$ cat src/hdl/flash_prog_map.svh
// Command codes, field positions and reset values of the parallel programming port
`ifndef FLASH_PROG_MAP_SVH
`define FLASH_PROG_MAP_SVH

// ==========
// Command bytes
`define FPP_PREFIX          8'hAA
`define FPP_CMD_WR_CODE     8'h50
`define FPP_CMD_LOAD_BUF    8'h51
`define FPP_CMD_WR_USER     8'h52
`define FPP_CMD_RD_CODE     8'h30
`define FPP_CMD_RD_USER     8'h32
`define FPP_CMD_RD_MAKER    8'h38
`define FPP_CMD_WR_LOCK     8'hE4
`define FPP_CMD_WR_FUSE     8'hE1
`define FPP_CMD_RD_LOCK     8'h64
`define FPP_CMD_RD_FUSE     8'h61

// ==========
// Address field positions and data polling bit
`define FPP_PAGE_HI_MSB     3
`define FPP_PAGE_LO_LSB     5
`define FPP_POLL_BIT        7

// ==========
// Reset values
`define FPP_BUS_RST         8'h00
`define FPP_PAGE_RST        7'h00

`endif

$ cat src/hdl/flash_prog_pkg.sv
// Types shared by the parallel programming port and its helpers
package flash_prog_pkg;

   // Array region that a transfer addresses
   typedef enum logic [2:0] {
      TGT_CODE,
      TGT_USER,
      TGT_MAKER,
      TGT_LOCK,
      TGT_FUSE
   } target_e;

   // Byte-sequence position of the command interpreter
   typedef enum logic [3:0] {
      S_PREFIX,
      S_CODE,
      S_HI,
      S_LO,
      S_WDATA,
      S_ONE,
      S_RWAIT,
      S_RDATA,
      S_HOLD,
      S_REJECT
   } cmd_state_e;

   // Page buffer drain sequencer
   typedef enum logic [1:0] {
      D_IDLE,
      D_SCAN,
      D_FETCH
   } drain_state_e;

endpackage : flash_prog_pkg

$ cat src/hdl/flash_prog_port.sv
// Command interpreter of the parallel flash programming port
//
// Functional notes
// Select low, prefix AAh strobed, then the command code.
// Write code page: 50h, address high, address low, data bytes.
// Page number is address bits 11 down to 5.
// Offset starts at the low five bits of the low address byte.
// Data captured on strobe rise; offset advances on strobe fall.
// Offset wraps from 31 to zero in the same page.
// Programmer gives 1 to 32 bytes, no reload, no skip.
// Select high right after address programs only buffered data.
// Programmer waits 2 ms or watches busy after a page write.
// Read code page: 30h, address high, address low on fourth strobe.
// Read data driven after the fourth strobe falls.
// Programmer releases the bus before the fourth strobe falls.
// Each further read strobe presents the next byte.
// Write user signature: 52h, 00h, offset, data bytes.
// Programmer enables the user row fuse before signature writes.
// Read user signature: 32h, 00h, offset, successive bytes.
// Read maker signature: 38h, 00h, offset, successive bytes.
// Write lock bits: E4h, 00h, 00h, one data byte.
// Write user fuses: E1h, 00h, 00h, one data byte.
// Programmer writes unimplemented fuse bits as one.
// Programmer waits 4 ms or watches busy after lock or fuse writes.
// Lock read 64h, fuse read 61h, two 00h, status after fourth fall.
// Select high resets the interpreter and releases the bus.
// Ready/busy low while programming.
// Busy read of the last written byte inverts its MSB.
// Non-prefix first byte ignored until select rises.
`timescale 1ns/100ps
`default_nettype none
`include "flash_prog_map.svh"

module flash_prog_port
   import flash_prog_pkg::*;
#(
   parameter int PAGE_BYTES = 32
) (
   input  wire logic                          REF_CLK,
   input  wire logic                          RST,
   input  wire logic                          SELECT_PIN_N,
   input  wire logic                          BYTE_STROBE,
   input  wire logic [7:0]                    COMMAND_BUS_IN,
   output var  logic [7:0]                    COMMAND_BUS_OUT,
   output var  logic                          COMMAND_BUS_OE,
   output var  logic                          READY_BUSY_OUT,
   input  wire logic                          ARRAY_BUSY,
   output var  logic                          RD_REQ,
   output var  target_e                       RD_TARGET,
   output var  logic [6:0]                    RD_PAGE,
   output var  logic [$clog2(PAGE_BYTES)-1:0] RD_OFFSET,
   input  wire logic [7:0]                    RD_DATA,
   input  wire logic [7:0]                    LOCK_STATE,
   input  wire logic [7:0]                    FUSE_STATE,
   output var  logic                          PROG_VALID,
   input  wire logic                          PROG_READY,
   output var  target_e                       PROG_TARGET,
   output var  logic [6:0]                    PROG_PAGE,
   output var  logic [$clog2(PAGE_BYTES)-1:0] PROG_OFFSET,
   output var  logic [7:0]                    PROG_DATA,
   output var  logic                          PROG_LAST
);

   localparam int OW = $clog2(PAGE_BYTES);
   localparam int BW = 3 + 7 + OW + 8 + 1;

   // Offset wrap relies on a natural power-of-two counter
   if (PAGE_BYTES < 2 || PAGE_BYTES > 32 || (PAGE_BYTES & (PAGE_BYTES - 1)) != 0) begin : g_bad_size
      $error("PAGE_BYTES must be a power of two from 2 to 32");
   end

   // ==========
   // Strobe and select edges
   logic sel_n_r;
   logic strb_r;

   wire strb_rise = BYTE_STROBE && !strb_r;
   wire strb_fall = !BYTE_STROBE && strb_r;
   wire sel_rise  = SELECT_PIN_N && !sel_n_r;
   wire byte_in   = !SELECT_PIN_N && strb_rise;
   wire byte_out  = !SELECT_PIN_N && strb_fall;

   always_ff @(posedge REF_CLK) begin
      if (RST) begin
         sel_n_r <= 1'b1;
         strb_r  <= 1'b0;
      end else begin
         sel_n_r <= SELECT_PIN_N;
         strb_r  <= BYTE_STROBE;
      end
   end

   // ==========
   // Command state
   cmd_state_e          st_r;
   cmd_state_e          st_nxt;
   logic [7:0]          code_r;
   target_e             tgt_r;
   logic [7:0]          hi_r;
   logic [6:0]          page_r;
   logic [OW-1:0]       offset_r;
   logic                arm_r;
   logic [PAGE_BYTES-1:0] mask_r;
   drain_state_e        d_st_r;
   logic [OW-1:0]       scan_r;
   target_e             dr_tgt_r;
   logic [6:0]          dr_page_r;
   logic                rd_wait_r;
   logic                rd_status_r;
   target_e             last_tgt_r;
   logic [6:0]          last_page_r;
   logic [OW-1:0]       last_off_r;
   logic [7:0]          last_data_r;

   wire buf_out_valid;
   wire buf_in_ready;
   wire [7:0] mem_rd_data;
   wire [BW-1:0] buf_out;

   wire busy = (d_st_r != D_IDLE) || buf_out_valid || ARRAY_BUSY;

   // Command code decode
   wire c_wr_code = (COMMAND_BUS_IN == `FPP_CMD_WR_CODE);
   wire c_load    = (COMMAND_BUS_IN == `FPP_CMD_LOAD_BUF);
   wire c_wr_user = (COMMAND_BUS_IN == `FPP_CMD_WR_USER);
   wire c_wr_lock = (COMMAND_BUS_IN == `FPP_CMD_WR_LOCK);
   wire c_wr_fuse = (COMMAND_BUS_IN == `FPP_CMD_WR_FUSE);
   wire c_rd_page = (COMMAND_BUS_IN == `FPP_CMD_RD_CODE) || (COMMAND_BUS_IN == `FPP_CMD_RD_USER) ||
                    (COMMAND_BUS_IN == `FPP_CMD_RD_MAKER);
   wire c_rd_stat = (COMMAND_BUS_IN == `FPP_CMD_RD_LOCK) || (COMMAND_BUS_IN == `FPP_CMD_RD_FUSE);
   wire c_write   = c_wr_code || c_load || c_wr_user || c_wr_lock || c_wr_fuse;
   wire c_known   = c_write || c_rd_page || c_rd_stat;

   wire is_page_wr = (code_r == `FPP_CMD_WR_CODE) || (code_r == `FPP_CMD_WR_USER) ||
                     (code_r == `FPP_CMD_LOAD_BUF);
   wire is_page_rd = (code_r == `FPP_CMD_RD_CODE) || (code_r == `FPP_CMD_RD_USER) ||
                     (code_r == `FPP_CMD_RD_MAKER);
   wire is_one_wr  = (code_r == `FPP_CMD_WR_LOCK) || (code_r == `FPP_CMD_WR_FUSE);

   target_e tgt_dec;
   assign tgt_dec = (COMMAND_BUS_IN == `FPP_CMD_RD_USER || c_wr_user) ? TGT_USER :
                    (COMMAND_BUS_IN == `FPP_CMD_RD_MAKER)               ? TGT_MAKER :
                    (c_wr_lock || COMMAND_BUS_IN == `FPP_CMD_RD_LOCK)   ? TGT_LOCK :
                    (c_wr_fuse || COMMAND_BUS_IN == `FPP_CMD_RD_FUSE)   ? TGT_FUSE : TGT_CODE;

   // Page from address bits 11..5, offset from low bits
   wire [6:0]    page_dec = {hi_r[`FPP_PAGE_HI_MSB:0], COMMAND_BUS_IN[7:`FPP_PAGE_LO_LSB]};
   wire [OW-1:0] off_dec  = COMMAND_BUS_IN[OW-1:0];
   wire [OW-1:0] off_inc  = offset_r + 1'b1;

   // Data capture into the page buffer
   wire data_cap  = byte_in && (st_r == S_WDATA || st_r == S_ONE);
   wire [OW-1:0] cap_addr = (st_r == S_ONE) ? '0 : offset_r;

   // ==========================================================
   // Sequencer next state
   always_comb begin
      st_nxt = st_r;
      unique case (st_r)
         S_PREFIX: if (byte_in) st_nxt = (COMMAND_BUS_IN == `FPP_PREFIX) ? S_CODE : S_REJECT;
         S_CODE:   if (byte_in) st_nxt = (c_known && !(c_write && busy)) ? S_HI : S_REJECT;
         S_HI:     if (byte_in) st_nxt = S_LO;
         S_LO: begin
            if (byte_in) begin
               if (is_page_wr) begin
                  st_nxt = S_WDATA;
               end else if (is_one_wr) begin
                  st_nxt = S_ONE;
               end else begin
                  st_nxt = S_RWAIT;
               end
            end
         end
         S_ONE:    if (byte_in) st_nxt = S_HOLD;
         S_RWAIT:  if (byte_out) st_nxt = is_page_rd ? S_RDATA : S_HOLD;
         S_WDATA, S_RDATA, S_HOLD, S_REJECT: st_nxt = st_r;
      endcase
   end

   always_ff @(posedge REF_CLK) begin
      if (RST || SELECT_PIN_N) begin
         st_r <= S_PREFIX;
      end else begin
         st_r <= st_nxt;
      end
   end

   // ==========
   // Command fields
   always_ff @(posedge REF_CLK) begin
      if (RST) begin
         code_r   <= 8'h00;
         tgt_r    <= TGT_CODE;
         hi_r     <= 8'h00;
         page_r   <= `FPP_PAGE_RST;
         offset_r <= '0;
         arm_r    <= 1'b0;
      end else begin
         if (SELECT_PIN_N) begin
            arm_r <= 1'b0;
         end
         if (st_r == S_CODE && byte_in) begin
            code_r <= COMMAND_BUS_IN;
            tgt_r  <= tgt_dec;
         end
         if (st_r == S_HI && byte_in) begin
            hi_r <= COMMAND_BUS_IN;
         end
         if (st_r == S_LO && byte_in) begin
            page_r   <= (tgt_r == TGT_CODE) ? page_dec : `FPP_PAGE_RST;
            offset_r <= is_one_wr ? '0 : off_dec;
            // Armed at the address: an empty write still commits the buffer
            arm_r    <= (code_r != `FPP_CMD_LOAD_BUF) && !is_page_rd && (is_page_wr || is_one_wr);
         end
         if (byte_out && ((st_r == S_WDATA && mask_r[offset_r]) || st_r == S_RDATA)) begin
            offset_r <= off_inc;
         end
      end
   end

   // ==========
   // Last written byte, kept for data polling
   always_ff @(posedge REF_CLK) begin
      if (RST) begin
         last_tgt_r  <= TGT_CODE;
         last_page_r <= `FPP_PAGE_RST;
         last_off_r  <= '0;
         last_data_r <= 8'h00;
      end else if (data_cap) begin
         last_tgt_r  <= tgt_r;
         last_page_r <= page_r;
         last_off_r  <= cap_addr;
         last_data_r <= COMMAND_BUS_IN;
      end
   end

   // ==========
   // Drain of the page buffer into the array stream
   wire [PAGE_BYTES-1:0] scan_bit = {{(PAGE_BYTES-1){1'b0}}, 1'b1} << scan_r;
   wire commit   = sel_rise && arm_r && !busy;
   wire drain_go = (d_st_r == D_FETCH) && buf_in_ready;
   wire [BW-1:0] buf_in = {dr_tgt_r, dr_page_r, scan_r, mem_rd_data, (mask_r & ~scan_bit) == '0};

   always_ff @(posedge REF_CLK) begin
      if (RST) begin
         d_st_r    <= D_IDLE;
         scan_r    <= '0;
         dr_tgt_r  <= TGT_CODE;
         dr_page_r <= `FPP_PAGE_RST;
      end else begin
         unique case (d_st_r)
            D_IDLE: begin
               if (commit) begin
                  d_st_r    <= D_SCAN;
                  scan_r    <= '0;
                  dr_tgt_r  <= tgt_r;
                  dr_page_r <= page_r;
               end
            end
            D_SCAN: begin
               if (mask_r == '0) begin
                  d_st_r <= D_IDLE;
               end else if (mask_r[scan_r]) begin
                  d_st_r <= D_FETCH;
               end else begin
                  scan_r <= scan_r + 1'b1;
               end
            end
            D_FETCH: begin
               // Stalled receiver: address stays put, so read data stays valid
               if (buf_in_ready) begin
                  d_st_r <= D_SCAN;
                  scan_r <= scan_r + 1'b1;
               end
            end
            default: d_st_r <= D_IDLE;
         endcase
      end
   end

   // Loaded-byte mask; buffer stays held until a write drains it
   always_ff @(posedge REF_CLK) begin
      if (RST) begin
         mask_r <= '0;
      end else if (data_cap) begin
         mask_r <= mask_r | ({{(PAGE_BYTES-1){1'b0}}, 1'b1} << cap_addr);
      end else if (drain_go) begin
         mask_r <= mask_r & ~scan_bit;
      end
   end

   page_buffer_mem #(
      .DEPTH (PAGE_BYTES),
      .WIDTH (8)
   ) u_mem (
      .clk     (REF_CLK),
      .wr_en   (data_cap),
      .wr_addr (cap_addr),
      .wr_data (COMMAND_BUS_IN),
      .rd_addr (scan_r),
      .rd_data (mem_rd_data)
   );

   two_entry_buffer #(
      .WIDTH (BW)
   ) u_buf (
      .clk       (REF_CLK),
      .rst       (RST),
      .in_valid  (d_st_r == D_FETCH),
      .in_ready  (buf_in_ready),
      .in_data   (buf_in),
      .out_valid (buf_out_valid),
      .out_ready (PROG_READY),
      .out_data  (buf_out)
   );

   assign PROG_VALID  = buf_out_valid;
   assign PROG_TARGET = target_e'(buf_out[BW-1 -: 3]);
   assign PROG_PAGE   = buf_out[BW-4 -: 7];
   assign PROG_OFFSET = buf_out[OW+8:9];
   assign PROG_DATA   = buf_out[8:1];
   assign PROG_LAST   = buf_out[0];

   // ==========
   // Read path and bus turnaround
   wire rd_start = byte_out && st_r == S_RWAIT;
   wire rd_issue = (rd_start && is_page_rd) || (byte_out && st_r == S_RDATA);
   wire poll_hit = busy && RD_TARGET == last_tgt_r && RD_PAGE == last_page_r && RD_OFFSET == last_off_r;
   wire [7:0] poll_data = {~last_data_r[`FPP_POLL_BIT], last_data_r[6:0]};
   wire [7:0] status_byte = (tgt_r == TGT_LOCK) ? LOCK_STATE : FUSE_STATE;

   always_ff @(posedge REF_CLK) begin
      if (RST) begin
         RD_REQ          <= 1'b0;
         RD_TARGET       <= TGT_CODE;
         RD_PAGE         <= `FPP_PAGE_RST;
         RD_OFFSET       <= '0;
         rd_wait_r       <= 1'b0;
         rd_status_r     <= 1'b0;
         COMMAND_BUS_OE  <= 1'b0;
         COMMAND_BUS_OUT <= `FPP_BUS_RST;
         READY_BUSY_OUT  <= 1'b0;
      end else begin
         READY_BUSY_OUT <= !busy;
         RD_REQ         <= rd_issue && !SELECT_PIN_N;
         rd_wait_r      <= RD_REQ;
         rd_status_r    <= rd_start && !is_page_rd;
         if (rd_issue) begin
            RD_TARGET <= tgt_r;
            RD_PAGE   <= page_r;
            RD_OFFSET <= (st_r == S_RDATA) ? off_inc : offset_r;
         end
         if (SELECT_PIN_N) begin
            COMMAND_BUS_OE <= 1'b0;
         end else if (rd_start) begin
            COMMAND_BUS_OE <= 1'b1;
         end
         if (rd_wait_r) begin
            COMMAND_BUS_OUT <= poll_hit ? poll_data : RD_DATA;
         end else if (rd_status_r) begin
            COMMAND_BUS_OUT <= status_byte;
         end
      end
   end

endmodule : flash_prog_port

`default_nettype wire

$ cat src/hdl/page_buffer_mem.sv
// Page buffer storage with registered read data
`timescale 1ns/100ps
`default_nettype none

module page_buffer_mem #(
   parameter int DEPTH = 32,
   parameter int WIDTH = 8
) (
   input  wire logic                     clk,
   input  wire logic                     wr_en,
   input  wire logic [$clog2(DEPTH)-1:0] wr_addr,
   input  wire logic [WIDTH-1:0]         wr_data,
   input  wire logic [$clog2(DEPTH)-1:0] rd_addr,
   output var  logic [WIDTH-1:0]         rd_data
);

   logic [WIDTH-1:0] mem [DEPTH];

   always_ff @(posedge clk) begin
      if (wr_en) begin
         mem[wr_addr] <= wr_data;
      end
      rd_data <= mem[rd_addr];
   end

endmodule : page_buffer_mem

`default_nettype wire

$ cat src/hdl/two_entry_buffer.sv
// Two-entry buffer with valid/ready on both sides and registered outputs
`timescale 1ns/100ps
`default_nettype none

module two_entry_buffer #(
   parameter int WIDTH = 24
) (
   input  wire logic             clk,
   input  wire logic             rst,
   input  wire logic             in_valid,
   output var  logic             in_ready,
   input  wire logic [WIDTH-1:0] in_data,
   output var  logic             out_valid,
   input  wire logic             out_ready,
   output var  logic [WIDTH-1:0] out_data
);

   logic             v1_r;
   logic [WIDTH-1:0] e1_r;

   wire push = in_valid && in_ready;
   wire pop  = out_valid && out_ready;

   // Ready comes from a register so the source never sees a combinational path
   always_ff @(posedge clk) begin
      if (rst) begin
         out_valid <= 1'b0;
         v1_r      <= 1'b0;
         in_ready  <= 1'b1;
         out_data  <= '0;
         e1_r      <= '0;
      end else begin
         unique case ({push, pop})
            2'b10: begin
               if (!out_valid) begin
                  out_valid <= 1'b1;
                  out_data  <= in_data;
               end else begin
                  v1_r     <= 1'b1;
                  e1_r     <= in_data;
                  in_ready <= 1'b0;
               end
            end
            2'b01: begin
               out_valid <= v1_r;
               out_data  <= e1_r;
               v1_r      <= 1'b0;
               in_ready  <= 1'b1;
            end
            2'b11: begin
               if (v1_r) begin
                  out_data <= e1_r;
                  e1_r     <= in_data;
               end else begin
                  out_data <= in_data;
               end
            end
            default: begin
            end
         endcase
      end
   end

endmodule : two_entry_buffer

`default_nettype wire

$ cat config.mk
export PLATFORM = sky130hd
export DESIGN_NAME = flash_prog_port
export DESIGN_NICKNAME = d
export VERILOG_FILES = /design/src/hdl/flash_prog_pkg.sv /design/src/hdl/flash_prog_port.sv /design/src/hdl/page_buffer_mem.sv /design/src/hdl/two_entry_buffer.sv
export VERILOG_INCLUDE_DIRS = /design/src /design/src/hdl
export SDC_FILE = /design/constraint.sdc
export NUM_CORES = 1
export LEC_CHECK = 0
export BUFFER_PORTS_ARGS = -buffer_cell sky130_fd_sc_hd__buf_2
export CAP_MARGIN = 20
export CORE_AREA = 2 2 200 202
export CTS_CLUSTER_SIZE = 12
export DETAILED_ROUTE_END_ITERATION = 12
export DIE_AREA = 0 0 202 204
export PLACE_DENSITY = 0.66
export SETUP_SLACK_MARGIN = 0.15
export SYNTH_ARGS = -nofsm -noshare
export SYNTH_HDL_FRONTEND = slang
export SYNTH_SLANG_ARGS = --single-unit
$ cat constraint.sdc
create_clock -name REF_CLK -period 3.47 [get_ports REF_CLK]
set_input_delay 0.5205 -clock REF_CLK [delete_from_list [all_inputs] [get_ports REF_CLK]]
set_output_delay 0.5205 -clock REF_CLK [all_outputs]
set_load 0.02 [all_outputs]
# Word-level counts from Yosys, hierarchy flattened
# Memory sizes are Yosys's and may differ from the RTL's. A register that Yosys moved wholly into a read port is not among the register bits.
# Cells that the tools add are included.
# W data, S select, Z words.
dict set report word_totals {
  memories 1
  ramBits 256
  out_inout_bits 51
  register_bits 185
  word_cells 234
}
dict set report op_classes {
  magnitude_cmp 2
  bitwise 5
  reduce_logical 81
  add_sub_neg 2
  mux 57
  eq_ne 52
  shifts 2
}
# name depth word_bits rd rd_clocked_by_memory_dff wr line_no
set mem_list {}
lappend mem_list {u_mem.mem 32 8 1 1 1 page_buffer_mem.sv:17} ;# logic [WIDTH-1:0] mem [DEPTH];
# op count
set ops {}
lappend ops {{$mux W24} 4}
lappend ops {{$pmux W24 S3} 1}
lappend ops {{$eq A8 B7 Y1 const B} 8}
lappend ops {{$logic_not A32 Y1} 2}
lappend ops {{$mux W32} 2}
lappend ops {{$shl A1 B5 Y32 const A} 2}
lappend ops {{$eq A8 B6 Y1 const B} 6}
lappend ops {{$pmux W24 S2} 1}
lappend ops {{$mux W5} 9}
lappend ops {{$eq A8 B8 Y1 const B} 5}
lappend ops {{$mux W4} 9}
lappend ops {{$and A32 B32 Y32} 1}
lappend ops {{$mux W8} 4}
lappend ops {{$not A32 Y32} 1}
lappend ops {{$or A32 B32 Y32} 1}
lappend ops {{$logic_and A1 B1 Y1} 27}
lappend ops {{$logic_or A1 B1 Y1} 24}
lappend ops {{$pmux W4 S6} 1}
lappend ops {{$ne A2 B2 Y1 const B} 11}
lappend ops {{$eq A4 B3 Y1 const B} 4}
lappend ops {{$pmux W5 S3} 1}
lappend ops {{$reduce_bool A2 Y1} 7}
lappend ops {{$lt A5 B6 Y1 const B} 2}
lappend ops {{$mux W2} 6}
lappend ops {{other kinds (31)} 62}

# Depth between registers and ports, before layout
dict set report logic_depth {
  ltp_word 11
  ltp_mapped 13
  mapped_depth_nobuf 10
}

# By module
# Synthesis repeated with hierarchy kept, for this count alone.
dict set report hier_totals {
  cells_unflattened 1588
  area_unflattened_um2 19620.1
}
# mod area_each_um2 n_inst seq_area_each_um2 cells_each
set by_module_without_submodules {}
lappend by_module_without_submodules {page_buffer_mem 10053.4 1 7847.5 417}
lappend by_module_without_submodules {flash_prog_port 7290.7 1 2682.6 896}
lappend by_module_without_submodules {two_entry_buffer 2275.9 1 1021.0 275}

# Worst setup path after synthesis
# Ideal clock, no wire load.
dict set report synth_timing {
  path_type {register to register}
  startpoint {reg scan_r[1]}
  endpoint {reg u_buf.out_data[0]}
  arrival_time_ns 2.684
  setup_slack_ns 0.712
  setup_ns 0.074
  path_stages_with_launch 14
  n_path_buf 4
  cell_sequence {dfxtp_1 buf_6 buf_6 clkbuf_1 buf_1 inv_1 ha_1 nand2_1 o21a_1 o32ai_1 nand4_1 or4_1 nand2b_1 a31oi_1}
}
dict set report synth_via {
  elab_chain_len 6
  elab_cells_between_ends 7
}
# element line_no
set synth_rtl {}
lappend synth_rtl {{start: declaration} flash_prog_port.sv:105} ;# logic [OW-1:0] scan_r;
lappend synth_rtl {{start signal: assignment} flash_prog_port.sv:266} ;# scan_r <= scan_r + 1'b1;
lappend synth_rtl {{start signal: assignment} flash_prog_port.sv:273} ;# scan_r <= scan_r + 1'b1;
lappend synth_rtl {{$shl A1 B5 Y32 (*)} flash_prog_port.sv:239} ;# wire [PAGE_BYTES-1:0] scan_bit = {{(PAGE_BYTES-1){1'b0}}, 1'b1} << scan_r;
lappend synth_rtl {{$not A32 Y32 (*)} flash_prog_port.sv:242} ;# wire [BW-1:0] buf_in = {dr_tgt_r, dr_page_r, scan_r, mem_rd_data, (mask_r & ~scan_bit) == '0};
lappend synth_rtl {{$and A32 B32 Y32 (*)} flash_prog_port.sv:242}
lappend synth_rtl {{$logic_not A32 Y1 (*)} flash_prog_port.sv:242}
lappend synth_rtl {{$mux W24 (on tied branches)} {two_entry_buffer.sv:51, two_entry_buffer.sv:35}}
lappend synth_rtl {{$pmux W24 S3 (*)} two_entry_buffer.sv:33} ;# unique case ({push, pop})
lappend synth_rtl {{end signal: assignment} two_entry_buffer.sv:37} ;# out_data <= in_data;
lappend synth_rtl {{end signal: assignment} two_entry_buffer.sv:52} ;# out_data <= e1_r;
lappend synth_rtl {{end signal: assignment} two_entry_buffer.sv:55} ;# out_data <= in_data;
lappend synth_rtl {{end: declaration} two_entry_buffer.sv:15} ;# output var logic [WIDTH-1:0] out_data
# Mark *: on every way between the ends. The rest lies on a longest branch, timed or not. The select of a mux whose other input is x is not followed.
# A chain may end at the register's enable or synchronous reset.

# Worst setup path in the final report
dict set report layout_timing {
  startpoint {reg scan_r[3]}
  endpoint {reg u_buf.out_data[0]}
}
# The elaborated chain is that of the path after synthesis.

==> results.py <==
metrics = {
    "global_route": {
        "antenna_found_initial": 1,
        "grt_pass1_vias": 12300,
        "overflow": 0,
        "grt_max_degree": 101,
        "grtUsageTotal": 0.240,
        "grt_pass1_wl_microns": 74900,
    },
    "pwr": {
        "power_density_nw_per_um2": 491,
        "leakage_nw": 7.39,
        "total_power_mw": 10.8,
        "irDropWorstVdd_uv": 443,
    },
    "clocking": {
        "cts_tree": "built",
        "cts_max_level": 2,
        "clkSlewWorstSetupHoldPaths_ns": 0.06,
        "cts_sinks": 449,
        "postCtsSetupRepairBufs": 0,
        "ctsResizeCount": 0,
        "cts_buffers": 47,
        "clock_latency_ns": 0.58,
        "clock_path_buffers": 3,
        "ctsHoldBuffers": 0,
        "cts-root-buf": "clkbuf_16",
    },
    "finish": {
        "final_cells": 2183,
        "area.growth.synth_to_final_pct": 14.0,
        "diodes": 0,
        "drive_gt1_frac": 0.203,
        "nNetsFinal": 1675,
        "fill_cells": 3237,
    },
    "floorplanning": {
        "fp-row-count": 73,
        "die-area_sq_um": 41200,
        "die_x_microns": 202,
        "initial_core_util": 0.491,
        "ioPinCount": 89,
        "core_sq_um": 39200,
        "die_h_microns": 204,
    },
    "critical_path": {
        "end_kind": "flip-flop",
        "required_ns": 3.97,
        "start_kind": "flip-flop",
        "rr_startpoint": "scan_r[3]",
        "crit_start": "scan_r[3]",
        "crit_type": "reg -> reg",
        "rrSetupSlack_ns": 0.63,
        "cp_max_fo": 18,
        "crit_arrival_ns": 3.34,
    },
    "timing": {
        "drv_slew": 0,
        "finClkSkew_ns": 0.00853,
        "rsz0062_at_grt": "no",
        "whs_ns": 0.216,
        "setup-tns-final_ns": 0,
        "setup_viol": 0,
        "min_period_ns": 2.84,
        "max_freq_mhz": 352,
        "maxSlewHeadroom": 0.317,
        "fin_crit_sh": 0.818,
        "tightest_slew_ns": 1.02,
        "hold_viol_final": 0,
    },
    "synthesis": {
        "synth_edf_count": 256,
        "yosysTopAreaCellShare": 0.400,
        "synth_cell_types": 74,
        "netlist_area_sq_um": 19200,
        "synth_seq_area_share": 0.601,
        "synthesis.nets": 1580,
        "synth-warning-count": 0,
        "synth-seq-cells": 449,
        "synth_area_leader_cell": "edfxtp_1",
        "synth-async-reset-ratio": 0,
        "syn_area_per_cell_sq_um": 12.6,
        "synthCells": 1527,
        "synth_area_leaders": "edfxtp_1, dfxtp_1, mux4_2, nand2_1, nor2_1",
        "synthFlopType": "edfxtp_1",
    },
    "route": {
        "wl_microns": 49100,
        "drc": 0,
        "vias_per_cell": 5.92,
        "drtAntennaViolNets": 0,
        "avgRoutedWirePerCell_microns": 22.5,
        "drtIter0Drc": 1151,
        "vias": 12900,
        "drtPass1Iterations": 6,
    },
    "worst_hold_path": {
        "min_path_type": "in -> reg",
        "holdCritStartpoint": "BYTE_STROBE",
    },
    "run_status": {
        "status": "finished, final reports clean",
    },
    "placement": {
        "dp.cells": 2098,
        "portBuffers": 88,
        "dp_hpwl_microns": 33200,
        "place_congestion": 0.935,
    },
    "flow_run": {
        "max_cap_viol_count": 0,
    },
}
[where the power goes]
group / total (mW) / internal (mW) / switching [mW]
logic: 0.227 / 0.0659 / 0.161
clock network: 4.91 / 2.90 / 2.01
registers: 5.63 / 5.62 / 0.00676
[sequential cells by signal (all words and copies together) (netlist names), 5 cells and up]
| signal | flops |
|---|---|
| u_mem.mem | 256 |
| mask_r | 32 |
| u_buf.e1_r | 24 |
| u_buf.out_data | 24 |
| COMMAND_BUS_OUT | 8 |
| code_r | 8 |
| last_data_r | 8 |
| u_mem.rd_data | 8 |
| RD_PAGE | 7 |
| dr_page_r | 7 |
| last_page_r | 7 |
| page_r | 7 |
| RD_OFFSET | 5 |
| last_off_r | 5 |
| offset_r | 5 |
| scan_r | 5 |
[synthesized netlist by cell type (4+ instances only)]
cell type	instances
edfxtp_1	256
nor3_1	14
or3b_2	4
xnor2_1	8
nand2_1	170
and3_1	6
nor2_1	142
and2_1	8
dfxtp_1	193
o32ai_1	10
o21ai_0	27
clkbuf_1	86
nor4_1	16
o211ai_1	4
inv_1	25
nand4_1	8
nand3b_1	6
nand3_1	38
mux2i_1	43
a311oi_1	6
o221a_2	5
nor3b_1	8
mux2_2	15
buf_1	15
ha_1	15
o21a_1	18
nor2b_1	17
a211oi_1	44
xor2_1	16
a31oi_1	4
a22oi_1	25
or3_1	6
or2_2	4
a21oi_1	102
nand2b_1	16
mux4_2	88
nor4b_1	4
[worst max-delay path, cell delays in order (launching register included)]
cell      delay (ns)
dfxtp_1         0.75
buf_4           0.38
nand2b_1        0.18
o32ai_1         0.37
nand4_1         0.14
or4_1           0.59
nand2b_1        0.18
a31oi_1         0.17
[worst paths after layout]
path                                     endpoint  cells after the start
worst max-delay path            u_buf.out_data[0]                      7
worst min-delay path                       strb_r                      2
worst max register to register  u_buf.out_data[0]                      7
worst min register to register     u_buf.e1_r[15]                      2
[through the flow]
| stage | worst slack (ns) | instance area (sq um) | util |
|---|---|---|---|
| after floorplan | 0.712 | 19200 | - |
| after global placement | 0.701 | 20400 | 0.521 |
| after detailed placement | 0.644 | 20400 | 0.521 |
| after CTS | 0.620 | 21900 | 0.559 |
| after global routing | 0.419 | 21900 | 0.559 |
| final | 0.632 | 21900 | 0.559 |
[cells by family (layout without fill, tap and decap cells)]
| family | count (synthesis) | count (layout) | share of synthesized area |
|---|---|---|---|
| AO/OA/AOI/OAI | 282 | 282 | 0.0982 |
| XOR/XNOR | 24 | 24 | 0.0109 |
| adder cells (fa/ha/maj) | 15 | 15 | 0.00976 |
| buffers and inverters | 130 | 261 | 0.0263 |
| flip-flops | 449 | 449 | 0.601 |
| multiplexers | 149 | 149 | 0.138 |
| AND/OR/NAND/NOR | 478 | 478 | 0.115 |
[metal layers]
metal,GRT usage,up-vias,wire [microns]
met3,0.0395,82,3380
met4,0.0806,0,1450
met2,0.366,474,22200
met5,0,-,0
li1,-,5938,-
met1,0.350,6439,22000
[cell type report]
class	instances	area [sq um]	area share
tap	525	657	0.0300
multi-input combinational	948	7180	0.328
clock inverter	10	125	0.00571
clock buffer	75	1360	0.0622
sequential	449	11600	0.528
inverter	25	93.8	0.00428
timing repair buffer	151	928	0.0424
[cell usage in the layout, fill, tap and decap left out, types with 10 or more instances in the layout]
cell type / n
nor4_1: 16
mux2i_1: 43
buf_2: 87
nand2_1: 170
nor3_1: 14
o21a_1: 18
xor2_1: 16
nor2_1: 142
a22oi_1: 25
inv_1: 25
dfxtp_1: 190
o21ai_0: 26
mux4_2: 88
ha_1: 15
clkbuf_1: 21
buf_4: 63
a21oi_1: 102
nand3_1: 38
a211oi_1: 44
o32ai_1: 10
clkbuf_16: 48
nand2b_1: 16
edfxtp_1: 256
mux2_2: 15
nor2b_1: 17
(Power assumes the default switching activity.)
